[src/hdl/eim_defs.vh]
`ifndef EIM_DEFS_VH
`define EIM_DEFS_VH

// ---------------------------------------------------------------
// Register map (byte addresses)
// ---------------------------------------------------------------
`define EIM_OFF_STATUS 32'hfffbc024
`define EIM_OFF_ENABLE 32'hfffbc028
`define EIM_OFF_DISABLE 32'hfffbc02c
`define EIM_OFF_MASK 32'hfffbc030
`define EIM_OFF_PEEK 32'hfffbc0f8
`define EIM_OFF_CLEAR 32'hfffbc0fc

// ---------------------------------------------------------------
// Source bit positions
// ---------------------------------------------------------------
`define EIM_BIT_MGMT 0
`define EIM_BIT_RXSTORED 1
`define EIM_BIT_RXUSED 2
`define EIM_BIT_TXUSED 3
`define EIM_BIT_TXUNDER 4
`define EIM_BIT_RETRY 5
`define EIM_BIT_TXEXH 6
`define EIM_BIT_TXSENT 7
`define EIM_BIT_RXOVR 10
`define EIM_BIT_BUSERR 11
`define EIM_BIT_PAUSE 12
`define EIM_BIT_PTZERO 13
`define EIM_BIT_WAKE 14

// ---------------------------------------------------------------
// Widths and constant values
// ---------------------------------------------------------------
`define EIM_NSRC 15
`define EIM_SRC_MSB 14
`define EIM_SRC_VALID 15'h7cff
`define EIM_SRC_ZERO 15'h0000
`define EIM_PAD_ZERO 17'h00000
`define EIM_WORD_ZERO 32'h00000000

`endif

[src/hdl/unused_placeholder_never.v]
`timescale 1ns/1ns
`default_nettype none
`default_nettype wire

[src/hdl/eim_flag_bank.v]
`timescale 1ns/1ns
`default_nettype none
`include "eim_defs.vh"

module eim_flag_bank (
	input wire core_clk,
	input wire rst_b,
	input wire clk_en,
	input wire [`EIM_SRC_MSB:0] set_vec,
	input wire [`EIM_SRC_MSB:0] clr_vec,
	output reg [`EIM_SRC_MSB:0] flags_reg
);

// ---------------------------------------------------------------
// Sticky flags
// ---------------------------------------------------------------
// Set is or-ed after the clear so an event in the clearing cycle survives
wire [`EIM_SRC_MSB:0] flags_next;
assign flags_next = ((flags_reg & ~clr_vec) | set_vec) & `EIM_SRC_VALID;

always @(posedge core_clk or negedge rst_b) begin
	if (!rst_b) begin
		flags_reg <= `EIM_SRC_ZERO;
	end else if (clk_en) begin
		flags_reg <= flags_next;
	end
end

endmodule // eim_flag_bank
`default_nettype wire

[src/hdl/eim_irq_mask.v]
// Decided for this implementation: the strobed register port.
`timescale 1ns/1ns
`default_nettype none
`include "eim_defs.vh"

module eim_irq_mask (
	input wire core_clk,
	input wire rst_b,
	input wire clk_en,
	input wire [31:0] bus_addr,
	input wire [31:0] bus_wdata,
	input wire bus_wr,
	input wire bus_rd,
	output reg [31:0] bus_rdata,
	input wire mgmt_frame_done,
	input wire rx_frame_stored,
	input wire rx_desc_used_seen,
	input wire tx_desc_used_seen,
	input wire tx_underrun,
	input wire retry_limit_hit,
	input wire tx_buffers_exhausted,
	input wire tx_frame_sent,
	input wire rx_overrun,
	input wire dma_bus_error,
	input wire pause_frame_seen,
	input wire pause_time_zero,
	input wire wake_event_pin,
	output wire mac_irq
);

// ---------------------------------------------------------------
// Helpers
// ---------------------------------------------------------------
function hit;
	input [31:0] addr;
	input [31:0] offset;
	begin
		hit = (addr == offset);
	end
endfunction

function [31:0] widen;
	input [`EIM_SRC_MSB:0] v;
	begin
		widen = {`EIM_PAD_ZERO, v};
	end
endfunction

// ---------------------------------------------------------------
// Address decode
// ---------------------------------------------------------------
wire wr_enable;
wire wr_disable;
wire wr_clear;
wire rd_status;
wire [`EIM_SRC_MSB:0] wr_bits;

assign wr_enable = bus_wr & hit(bus_addr, `EIM_OFF_ENABLE);
assign wr_disable = bus_wr & hit(bus_addr, `EIM_OFF_DISABLE);
assign wr_clear = bus_wr & hit(bus_addr, `EIM_OFF_CLEAR);
assign rd_status = bus_rd & hit(bus_addr, `EIM_OFF_STATUS);
// Reserved bits 8, 9 and above 14 never reach any register
assign wr_bits = bus_wdata[`EIM_SRC_MSB:0] & `EIM_SRC_VALID;

// ---------------------------------------------------------------
// Wake pin synchroniser
// ---------------------------------------------------------------
// Wake can fire while the MAC clock is off, so it arrives asynchronously
reg wake_meta_reg;
reg wake_sync_reg;
reg wake_prev_reg;
wire wake_rise;

always @(posedge core_clk or negedge rst_b) begin
	if (!rst_b) begin
		wake_meta_reg <= 1'b0;
		wake_sync_reg <= 1'b0;
		wake_prev_reg <= 1'b0;
	end else if (clk_en) begin
		wake_meta_reg <= wake_event_pin;
		wake_sync_reg <= wake_meta_reg;
		wake_prev_reg <= wake_sync_reg;
	end
end

assign wake_rise = wake_sync_reg & ~wake_prev_reg;

// ---------------------------------------------------------------
// Event vector
// ---------------------------------------------------------------
reg [`EIM_SRC_MSB:0] event_vec;

always @* begin
	event_vec = `EIM_SRC_ZERO;
	event_vec[`EIM_BIT_MGMT] = mgmt_frame_done;
	event_vec[`EIM_BIT_RXSTORED] = rx_frame_stored;
	event_vec[`EIM_BIT_RXUSED] = rx_desc_used_seen;
	event_vec[`EIM_BIT_TXUSED] = tx_desc_used_seen;
	event_vec[`EIM_BIT_TXUNDER] = tx_underrun;
	event_vec[`EIM_BIT_RETRY] = retry_limit_hit;
	event_vec[`EIM_BIT_TXEXH] = tx_buffers_exhausted;
	event_vec[`EIM_BIT_TXSENT] = tx_frame_sent;
	event_vec[`EIM_BIT_RXOVR] = rx_overrun;
	event_vec[`EIM_BIT_BUSERR] = dma_bus_error;
	event_vec[`EIM_BIT_PAUSE] = pause_frame_seen;
	event_vec[`EIM_BIT_PTZERO] = pause_time_zero;
	event_vec[`EIM_BIT_WAKE] = wake_rise;
end

// ---------------------------------------------------------------
// Status flags
// ---------------------------------------------------------------
wire [`EIM_SRC_MSB:0] flags;
wire [`EIM_SRC_MSB:0] flag_clr;

// A status read clears every flag; the clear register clears chosen ones
assign flag_clr = rd_status ? `EIM_SRC_VALID : (wr_clear ? wr_bits : `EIM_SRC_ZERO);

eim_flag_bank u_flags (
	.core_clk(core_clk),
	.rst_b(rst_b),
	.clk_en(clk_en),
	.set_vec(event_vec),
	.clr_vec(flag_clr),
	.flags_reg(flags)
);

// ---------------------------------------------------------------
// Mask state register
// ---------------------------------------------------------------
// One means the source may interrupt; reset leaves everything masked
reg [`EIM_SRC_MSB:0] mask_reg;
reg [`EIM_SRC_MSB:0] mask_next;

always @* begin
	mask_next = mask_reg;
	if (wr_enable) begin
		mask_next = mask_reg | wr_bits;
	end
	if (wr_disable) begin
		mask_next = mask_reg & ~wr_bits;
	end
end

always @(posedge core_clk or negedge rst_b) begin
	if (!rst_b) begin
		mask_reg <= `EIM_SRC_ZERO;
	end else if (clk_en) begin
		mask_reg <= mask_next;
	end
end

// ---------------------------------------------------------------
// Interrupt output
// ---------------------------------------------------------------
assign mac_irq = |(flags & mask_reg);

// ---------------------------------------------------------------
// Read path
// ---------------------------------------------------------------
// Write-only and unmapped addresses read as zero
reg [31:0] rdata_next;

always @* begin
	rdata_next = `EIM_WORD_ZERO;
	if (hit(bus_addr, `EIM_OFF_STATUS)) begin
		rdata_next = widen(flags);
	end else if (hit(bus_addr, `EIM_OFF_MASK)) begin
		rdata_next = widen(mask_reg);
	end else if (hit(bus_addr, `EIM_OFF_PEEK)) begin
		rdata_next = widen(flags);
	end
end

always @(posedge core_clk or negedge rst_b) begin
	if (!rst_b) begin
		bus_rdata <= `EIM_WORD_ZERO;
	end else if (clk_en) begin
		bus_rdata <= bus_rd ? rdata_next : `EIM_WORD_ZERO;
	end
end

endmodule // eim_irq_mask
`default_nettype wire

[config.mk]
export PLATFORM = sky130hd
export DESIGN_NAME = eim_irq_mask
export DESIGN_NICKNAME = d
export VERILOG_FILES = /design/src/hdl/unused_placeholder_never.v /design/src/hdl/eim_flag_bank.v /design/src/hdl/eim_irq_mask.v
export VERILOG_INCLUDE_DIRS = /design/src /design/src/hdl
export SDC_FILE = /design/constraint.sdc
export NUM_CORES = 1
export LEC_CHECK = 0
export BUFFER_PORTS_ARGS = -buffer_cell sky130_fd_sc_hd__clkbuf_2
export CAP_MARGIN = 0
export CORE_UTILIZATION = 47
export DETAILED_ROUTE_END_ITERATION = 12
export PLACE_DENSITY_LB_ADDON = 0.08
export SYNTH_ARGS = -nofsm -noshare
export SYNTH_HDL_FRONTEND = slang
export SYNTH_SLANG_ARGS = --single-unit
[constraint.sdc]
create_clock -name core_clk -period 1.6 [get_ports core_clk]
set_clock_uncertainty 0.2 [all_clocks]
set_input_delay 0.24 -clock core_clk [delete_from_list [all_inputs] [get_ports core_clk]]
set_output_delay 0.24 -clock core_clk [all_outputs]
set_load 0.02 [all_outputs]
After elaboration in Yosys (flattened, before gate mapping)
Cells that the tools add are included.

operators by class
  eq/ne operators = 6
  multiplexer cells = 8
  bitwise gates (word level) = 13
  reductions and logical operators = 3

operators with widths
  kind                  number
  $eq 32x32->1 const B  6
  $mux 15               7
  $and 15x15->15        3
  $mux 32               1
  $not 15->15           2
  $or 15x15->15         2
  $reduce_or 15->1      1
  $and 1x1->1           5
  $reduce_and 2->1      1
  $reduce_bool 2->1     1
  $not 1->1             1

word-level totals
  bits in registers = 63
  input bits = 82
  output and inout bits = 33
  word-level logic and storage cells = 36

Logic depth before layout (Yosys ltp)
Gate-level depths: netlist (run 1).

  depth in word-level cells = 7
  depth in mapped cells = 6
  gate-level depth less buffers = 4

By module
From an unflattened synthesis (run 1), not the netlist that was laid out.

unflattened totals
  cells, all modules = 257
  area total of the unflattened synthesis = 2596.2 um^2

by module, submodules not included
  module         times used  cells an instance  area an instance (um^2)  sequential area each (um^2)
  eim_irq_mask   1           212                2055.7                   775.7
  eim_flag_bank  1           45                 540.5                    325.3

Least setup slack after synthesis (run 1)
OpenSTA, ideal clock, no wires.

  kind = input -> register
  start point = input port bus_addr[11]
  end point = register u_flags.flags_reg[0]
  setup time = 121 ps
  arrival time = 1791 ps
  required time = 1279 ps
  path slack = -512 ps
  stages on the path = 5
  path buffers = 1
  cell sequence = or4b_1 nor4_4 buf_2 o211ai_1 a22o_1

between the ends
  longest elaborated chain between the ends = 7
  elaborated cells on any way between the ends = 9
  those cells by class = eq/ne: 2; mux: 2; bitwise: 5

RTL lines
  item                      RTL line            text
  from (decl)               eim_irq_mask.v:10   input wire [31:0] bus_addr,
  $eq 32x32->1              eim_irq_mask.v:38   hit = (addr == offset);
  $and 1x1->1               eim_irq_mask.v:60   assign wr_clear = bus_wr & hit(bus_addr, `EIM_OFF_CLEAR);
  $mux 15 (no source line)  --
  $mux 15 *                 eim_irq_mask.v:117  assign flag_clr = rd_status ? `EIM_SRC_VALID : (wr_clear ? wr_bits : `EIM_SRC_ZERO);
  $not 15->15 *             eim_flag_bank.v:19  assign flags_next = ((flags_reg & ~clr_vec) | set_vec) & `EIM_SRC_VALID;
  $and 15x15->15 *          eim_flag_bank.v:19
  $or 15x15->15 *           eim_flag_bank.v:19
  to (signal assigned)      eim_flag_bank.v:23  flags_reg <= `EIM_SRC_ZERO;
  to (signal assigned)      eim_flag_bank.v:25  flags_reg <= flags_next;
  to (decl)                 eim_flag_bank.v:11  output reg [`EIM_SRC_MSB:0] flags_reg

Mark *: on every way between the ends. The rest lies on a longest branch, timed or not.
A chain may end at the register's enable or synchronous reset.

==> reports/qor.csv, run 1 <==
metric,value,unit
ys.flop_type,dfrtp_1,
cts-htree-levels,2,
antenna_found_initial,0,
ir_drop,0.413,mV
drt_iter0_drc,110,
status,finished with violations,
endpoint_kind,output pin,
criticalPathCategory,register to output pin,
portBuffers,76,
rows,26,
clock.fmax,478,MHz
relSlewSlack,60.8,%
rrSetupSlack,0.52,ns
coreArea,5140,sq um
drive_gt1_share,39.6,%
die_h,75.3,microns
hold_start,bus_addr[2],
violations,negative setup slack,
yosysSeqAreaShare,41.6,%
wl_per_cell,14.9,microns
drt_first_pass_iters,4,
num_vias,2341,
rsz0062_at_grt,true,
startpoint_type,register,
grt_max_degree,43,
die_w,75.3,microns
dp_slack,-0.615,ns
synth.distinct_cells,37,
worst_skew_pair.late_latency,0.30,ns
die_area,5670,sq um
required,1.16,ns
path_clk_slew,0.08,ns
syn_avg_cell_area,9.87,sq um
insertedDiodeCount,0,
wl,6710,microns
synth-seq-cells,42,
grt_pass1_vias,2266,
ys_warn_count,0,
finalHoldViolCount,0,
tritoncts,yes,
tightest_slew,0.588,ns
dpl_cell_area,3170,sq um
num_io_pins,115,
synth_area,2530,sq um
power_leakage,0.00192,uW
drv_cap,0,
postLayoutCellArea,3610,sq um
via_per_inst,5.21,
period_needed,2.09,ns
ant_nets,0,
r2r_cells,3,
root_buffer,clkbuf_8,
overflow,0,
min_path_cells,3,
syn_inst,256,
track_usage,25.6,%
setup_viol,25,
path_max_fanout,2,
fin_nets,460,
synth_edf_count,0,
crit_arrival,1.65,ns
clk_path_buf_depth,2,
async_reset_ff_share,100,%
reg2reg_to,bus_rdata[3],
grt_pass1_wl,10800,microns
syn_to_final_growth,42.8,%
start_util,49.2,%
min_path_type,primary input to register,
clock_sinks,42,
slew_violations,0,
gp_routability_congestion,0.824,
power_density,575,nW/um^2
fin_crit_sh,131,%
hpwl,4460,microns
worst_slack,-0.494,ns
utilization,70.2,%
drcViolationCount,0,
numCtsBuffers,5,
## power by group
| part | switching (uW) | internal (uW) |
|---|---|---|
| registers | 5.52 | 1070 |
| clock network | 364 | 348 |
| logic | 155 | 133 |
| total | 524 | 1550 |
## layer usage
| metal | routed length [microns] | vias up | global-route usage [%] | share of wire [%] |
|---|---|---|---|---|
| li1 | - | 1141 | - | - |
| met1 | 3090 | 1097 | 35.9 | 46 |
| met2 | 3210 | 96 | 40.9 | 48 |
| met3 | 340 | 7 | 3.57 | 5.1 |
| met4 | 70 | 0 | 8.64 | 1.0 |
| met5 | 0 | - | 0 | 0 |
## area by class of cell
type / instances / area [sq um]
fill: 414 / 1530
multi-input combinational: 169 / 1330
sequential: 42 / 1050
timing repair buffer: 133 / 951
inverter: 27 / 101
tap: 70 / 87.6
clock buffer: 7 / 86.3
clock inverter: 1 / 5.00
## through the flow
stage | total power, uW | std cells | setup TNS [ns] | hold slack, ns
after detailed placement | 1360 | 421 | -21.94 | 0.0380
after global placement | 1350 | 421 | -20.52 | 0.0386
after floorplan | 1240 | 274 | -17.81 | -0.256
after CTS | 2090 | 452 | -6.18 | 0.144
after global routing | 2160 | 449 | -3.11 | 0.147
final | 2080 | 449 | -1.61 | 0.134
## worst max-delay path: stages, from the launching register on
cell and delay (ns):
dfrtp_1 0.40, a22oi_2 0.19, o221ai_2 0.12, a221oi_2 0.22, buf_4 0.17, nand3_4 0.08, buf_8 0.17
## cells in the final DEF (no fill, tap or decap), drive strengths merged, types with 2 or more instances in the layout
cell type,count
a221oi,2
a22o,12
and2,14
and3,2
buf,43
clkbuf,83
conb,19
dfrtp,42
dlygate4sd3,14
inv,27
mux2,2
mux2i,13
nand2,14
nand2b,14
nand4,19
nand4bb,2
nor3,13
nor4,3
o211ai,13
o221ai,14
o2bb2ai,2
## kinds of logic (layout without fill, tap and decap cells)
| kind of cell | count (synthesis) | in the layout | share of synthesized area, % |
|---|---|---|---|
| other | 1 | 19 | 0.148 |
| flip-flops | 42 | 42 | 41.6 |
| buffers and inverters | 63 | 168 | 12.9 |
| multiplexers | 15 | 15 | 6.04 |
| AO/OA/AOI/OAI | 47 | 47 | 17.6 |
| AND/OR/NAND/NOR | 88 | 88 | 21.7 |
## cell usage after synthesis, drive strengths merged, types with 2 or more instances
| cell | number | share of area [%] |
|---|---|---|
| nand2 | 14 | 2.1 |
| mux2i | 13 | 5.1 |
| dfrtp | 42 | 42 |
| nand2b | 14 | 3.5 |
| o211ai | 13 | 3.9 |
| nor4 | 3 | 1.6 |
| nor3 | 13 | 2.6 |
| a22o | 12 | 4.2 |
| a221oi | 2 | 0.69 |
| o2bb2ai | 2 | 0.69 |
| buf | 23 | 6.9 |
| and3 | 2 | 0.49 |
| o221ai | 14 | 7.1 |
| clkbuf | 13 | 1.9 |
| and2 | 14 | 3.5 |
| inv | 27 | 4.0 |
| mux2 | 2 | 0.89 |
| nand4bb | 2 | 0.89 |
| nand4 | 19 | 5.2 |
## how the worst max path moves through the flow
stage,from,to,slack (ns),cells after the start
detailed placement,bus_addr[12],bus_rdata[7],-0.61,6
global route,register,mac_irq,-0.53,6
global placement,bus_addr[12],u_flags.flags_reg[3],-0.57,6
floorplan,bus_addr[12],bus_rdata[0],-0.51,5
finish,register,mac_irq,-0.49,6
CTS,u_flags.flags_reg[3],mac_irq,-0.51,6
## repair_timing
action | in CTS | in global routing
pin swaps | 25 | 8
setup endpoints to repair | 40 | 40
cloned | 4 | 0
setup buffers | 5 | 1
hold buffers | 14 | 0
gates resized for setup | 25 | 6
endpoints found under the hold margin | 55 | 0
Note: power is estimated with default switching activity, not from simulation.
==> run 2: changes to the inputs <==
--- a/constraint.sdc
+++ b/constraint.sdc
@@ -3,3 +3,3 @@
 set_input_delay 0.24 -clock core_clk [delete_from_list [all_inputs] [get_ports core_clk]]
 set_output_delay 0.24 -clock core_clk [all_outputs]
-set_load 0.02 [all_outputs]
+set_load 0.05 [all_outputs]
==> run 2 against run 1 <==
Against the previous run: the run still ends with negative setup slack left; clock power about the same; register-to-register slack got worse by 0.07 ns; count of clock-buffer cells in the layout unchanged; worst setup slack improved by 0.045 ns; non-clock buffer count increased by 3; sequential power about the same; combinational power increased by 21%; sequential share of layout area decreased by 0.060 points; core utilization increased by 0.15 points; final area increased by 0.21%; wire length increased by 1.7%; fmax increased by 2.2%; critical path type unchanged; largest power group unchanged.
==> reports/qor.csv, run 2 (synthesis gave the netlist of run 1 again) <==
metric,value,unit
grt_pass1_wl,11100,microns
report.power.total,2140,uW
path_clk_slew,0.08,ns
worst_slack,-0.449,ns
wl_per_cell,15.1,microns
tightest_slew,0.525,ns
num_vias,2411,
slowest_delay,0.45,ns
dpl_cell_area,3200,sq um
endpoint_kind,output pin,
startpoint_type,register,
p_seq_share,50.4,%
overflow,0,
final_common_cell,clkbuf_2,
netSwitchingPower,582,uW
power_density,590,nW/um^2
antenna_found_initial,0,
rows,26,
wl,6820,microns
setup_viol,40,
coreArea,5140,sq um
period_needed,2.05,ns
holdWs,0.153,ns
relSlewSlack,65.0,%
dp_slack,-0.639,ns
crit_arrival,1.61,ns
postLayoutCellArea,3620,sq um
criticalPathCategory,register to output pin,
power.share.combinational,16.3,%
clk_path_buf_depth,2,
die_area,5670,sq um
via_per_inst,5.33,
insertedDiodeCount,0,
switching_share,27.3,%
tritoncts,yes,
cp_top_family,compound AO/OA/AOI/OAI gates,
grt_max_degree,43,
finalHoldViolCount,0,
mostFrequentLayoutCells,"clkbuf_2, dfrtp_1, buf_4",
power_leakage,0.00192,uW
min_path_type,primary input to register,
drt_first_pass_iters,4,
worstPathCellList,"inv_1, o22ai_1, a221oi_1, nand3_4, buf_8",
grt_pass1_vias,2270,
fin_crit_sh,128,%
violations,negative setup slack,
worst_skew_pair.late_latency,0.29,ns
drcViolationCount,0,
cp_slowest_cell,a221oi_1,
clock.fmax,488,MHz
numCtsBuffers,5,
num_io_pins,115,
track_usage,26.4,%
required,1.16,ns
status,finished with violations,
path_max_fanout,2,
fin_nets,463,
root_buffer,clkbuf_8,
slew_violations,0,
drt_iter0_drc,152,
start_util,49.2,%
p_int,1550,uW
die_w,75.3,microns
die_h,75.3,microns
clkPwrFrac,33.4,%
portBuffers,76,
cp_num_buf_inv,2,
drive_gt1_share,40.1,%
ant_nets,0,
gp_routability_congestion,0.795,
syn_to_final_growth,43.1,%
cts-htree-levels,2,
drv_cap,0,
hpwl,4650,microns
rsz0062_at_grt,true,
clock_sinks,42,
ir_drop,0.314,mV
[run 2: power groups by stage]
stage | clock network [uW] | registers (uW) | logic [uW]
6_report | 712 | 1080 | 348
5_1_grt | 782 | 1080 | 380
4_1_cts | 727 | 1080 | 347
3_5_place_dp | 0 | 1100 | 318
3_3_place_gp | 0 | 1100 | 316
2_1_floorplan | 0 | 1100 | 205
[run 2: worst min-delay path, cell delays in order]
cell and delay [ns]:
clkbuf_2 0.13, buf_4 0.16, mux2i_1 0.07
[run 2: cell type report]
type / instances / area (sq um)
multi-input cells: 169 / 1300
fillers: 426 / 1520
flip-flops and latches: 42 / 1050
well taps: 70 / 87.6
inverters: 27 / 101
clock buffers: 7 / 86.3
clock inverters: 1 / 5.00
repair buffers: 136 / 981
[run 2: worst paths after layout]
kind	start	to	slack (ns)	cells past startpoint
worst max-delay path	u_flags.flags_reg[0]	mac_irq	-0.45	5
worst min-delay path	bus_addr[2]	register	0.15	3
worst max register to register	u_flags.flags_reg[3]	u_flags.flags_reg[3]	0.45	3
worst min register to register	wake_prev_reg	u_flags.flags_reg[14]	0.24	1
max in group asynchronous	rst_b	u_flags.flags_reg[12]	0.74	3
min in group asynchronous	rst_b	u_flags.flags_reg[5]	0.25	3
[run 2: stage by stage]
stage               std cells  util, %  setup TNS [ns]
finish                    452     70.4           -5.06
global route              452     70.4           -7.15
CTS                       452     69.6           -4.11
detailed placement        424     62.3          -21.70
global placement          424     62.3          -21.21
floorplan                 274        -          -17.85
[run 2: per-layer routing]
layer | GRT usage [%] | part of all wire [%] | vias to the layer above | wire length (microns)
met5 | 0 | 0 | - | 0
met4 | 5.97 | 0.88 | 0 | 60
met3 | 5.69 | 6.9 | 8 | 472
met2 | 43.5 | 49 | 114 | 3310
met1 | 35.8 | 44 | 1150 | 2980
li1 | - | - | 1139 | -
[run 2: what timing repair did]
item,CTS,global route
setup buffers,3,0
endpoints found under the hold margin,55,0
hold buffers,14,0
endpoints found under the setup margin,40,40
pin swaps,25,1
resized for setup,20,7
cloned,3,0
==> run 3: changes to the inputs <==
Settings changed: CELL_PAD_IN_SITES_DETAIL_PLACEMENT set to 1, CELL_PAD_IN_SITES_GLOBAL_PLACEMENT set to 2, CORE_UTILIZATION 47 to 27.
==> run 3 against run 2 <==
Against the previous run: the run still ends with negative setup slack left; die area is 72% higher; core utilization decreased by 28 points; clock power increased by 1%; sequential power is essentially flat; via count down 3.7%; critical path depth is 1 higher; worst hold slack better by 0.028 ns; total power up 0.24%; flip-flop and latch count did not move.
==> reports/qor.csv, run 3 (synthesis gave the netlist of run 1 again) <==
metric,value,unit
min_path_cells,4,
cts-htree-levels,2,
tritoncts,yes,
die_area,9750,sq um
die_h,98.8,microns
num_vias,2321,
crit_arrival,1.68,ns
track_usage,17.7,%
path_max_fanout,2,
dpl.cell_count,461,
finalHoldViolCount,0,
drcViolationCount,0,
wl_per_cell,16.3,microns
hpwl,5460,microns
ir_drop,0.277,mV
overflow,0,
fin_crit_sh,133,%
dp_slack,-0.577,ns
antenna_found_initial,0,
via_per_inst,4.73,
power_density,574,nW/um^2
criticalPathCategory,register to output pin,
drt_iter0_drc,73,
fin_nets,464,
clk_path_buf_depth,2,
switching_share,27.6,%
period_needed,2.12,ns
root_buffer,clkbuf_8,
drv_cap,0,
startpoint_type,register,
power.share.combinational,16.1,%
slew_violations,0,
holdWs,0.181,ns
setup_viol,40,
p_seq_share,50.2,%
die_w,98.8,microns
violations,negative setup slack,
portBuffers,76,
hold_start,bus_wdata[3],
syn_to_final_growth,47.5,%
critPathLaunch,u_flags.flags_reg[3],
rows,34,
required,1.16,ns
instances_no_fill,491,
worst_skew_pair.late_latency,0.29,ns
gp_routability_congestion,0.733,
final_common_cell,clkbuf_2,
worst_slack,-0.524,ns
mostFrequentLayoutCells,"clkbuf_2, dfrtp_1, buf_4",
endpoint_kind,output pin,
grt_pass1_wl,13200,microns
worstReg2RegStart,u_flags.flags_reg[3],
r2r_cells,2,
drive_gt1_share,40.2,%
rsz0062_at_grt,true,
drt_first_pass_iters,4,
fill_cells,1024,
start_util,28.4,%
netSwitchingPower,590,uW
path_clk_slew,0.08,ns
status,finished with violations,
p_int,1550,uW
min_path_type,primary input to register,
coreArea,8890,sq um
grt_max_degree,43,
ant_nets,0,
insertedDiodeCount,0,
numCtsBuffers,5,
clock.fmax,471,MHz
grt_pass1_vias,2433,
num_io_pins,115,
clock_sinks,42,
clkPwrFrac,33.6,%
power_leakage,0.00195,uW
wl,7990,microns
[run 3: path summary, 6_finish.rpt]
kind	slack, ns	end
worst max-delay path	-0.52	mac_irq
worst min-delay path	0.18	register
worst max register to register	0.55	u_flags.flags_reg[3]
worst min register to register	0.24	u_flags.flags_reg[14]
max in group asynchronous	0.73	wake_sync_reg
min in group asynchronous	0.26	u_flags.flags_reg[13]
[run 3: metal layers]
layer / up-vias / track usage, % / share of wire (%)
li1: 1142 / - / -
met1: 1098 / 25.0 / 49
met2: 75 / 28.1 / 46
met3: 6 / 2.84 / 4.6
met4: 0 / 4.71 / 0.94
met5: - / 0 / 0
[run 3: critical path: stages (launching register included)]
cell and delay [ns]:
dfrtp_1 0.40, a22oi_2 0.22, o221ai_2 0.12, a221oi_2 0.22, buf_4 0.16, nand3_2 0.09, buf_8 0.18
[run 3: power by group through the flow]
stage                     logic [uW]  clock network (uW)  registers, uW
after floorplan                  205                   0           1100
final                            345                 720           1080
after global placement           320                   0           1100
after global routing             376                 789           1080
after detailed placement         322                   0           1100
after CTS                        349                 743           1080
[run 3: timing repair]
item	4_1_cts	5_1_grt
cloned	5	0
endpoints found under the hold margin	54	1
hold buffers	13	1
buffers inserted	6	0
gates resized for setup	17	5
endpoints found under the setup margin	40	40
pin swaps	13	13
[run 3: cell type report]
cell class	instances	area, sq um	share of cell area, %
Clock buffer	7	86.3	2.32
Clock inverter	1	5.00	0.134
Inverter	27	101	2.72
Multi-Input combinational cell	169	1300	34.8
Sequential cell	42	1050	28.2
Tap cell	108	135	3.62
Timing Repair Buffer	137	1050	28.3
[run 3: stage by stage]
| stage | util [%] | TNS (ns) | total power (uW) | area (sq um) |
|---|---|---|---|---|
| floorplan | - | -17.85 | 1300 | 2620 |
| finish | 41.9 | -8.97 | 2140 | 3730 |
| global placement | 36.9 | -20.13 | 1420 | 3280 |
| global route | 41.9 | -11.41 | 2240 | 3730 |
| detailed placement | 36.9 | -21.20 | 1420 | 3280 |
| CTS | 42.6 | -8.25 | 2170 | 3790 |
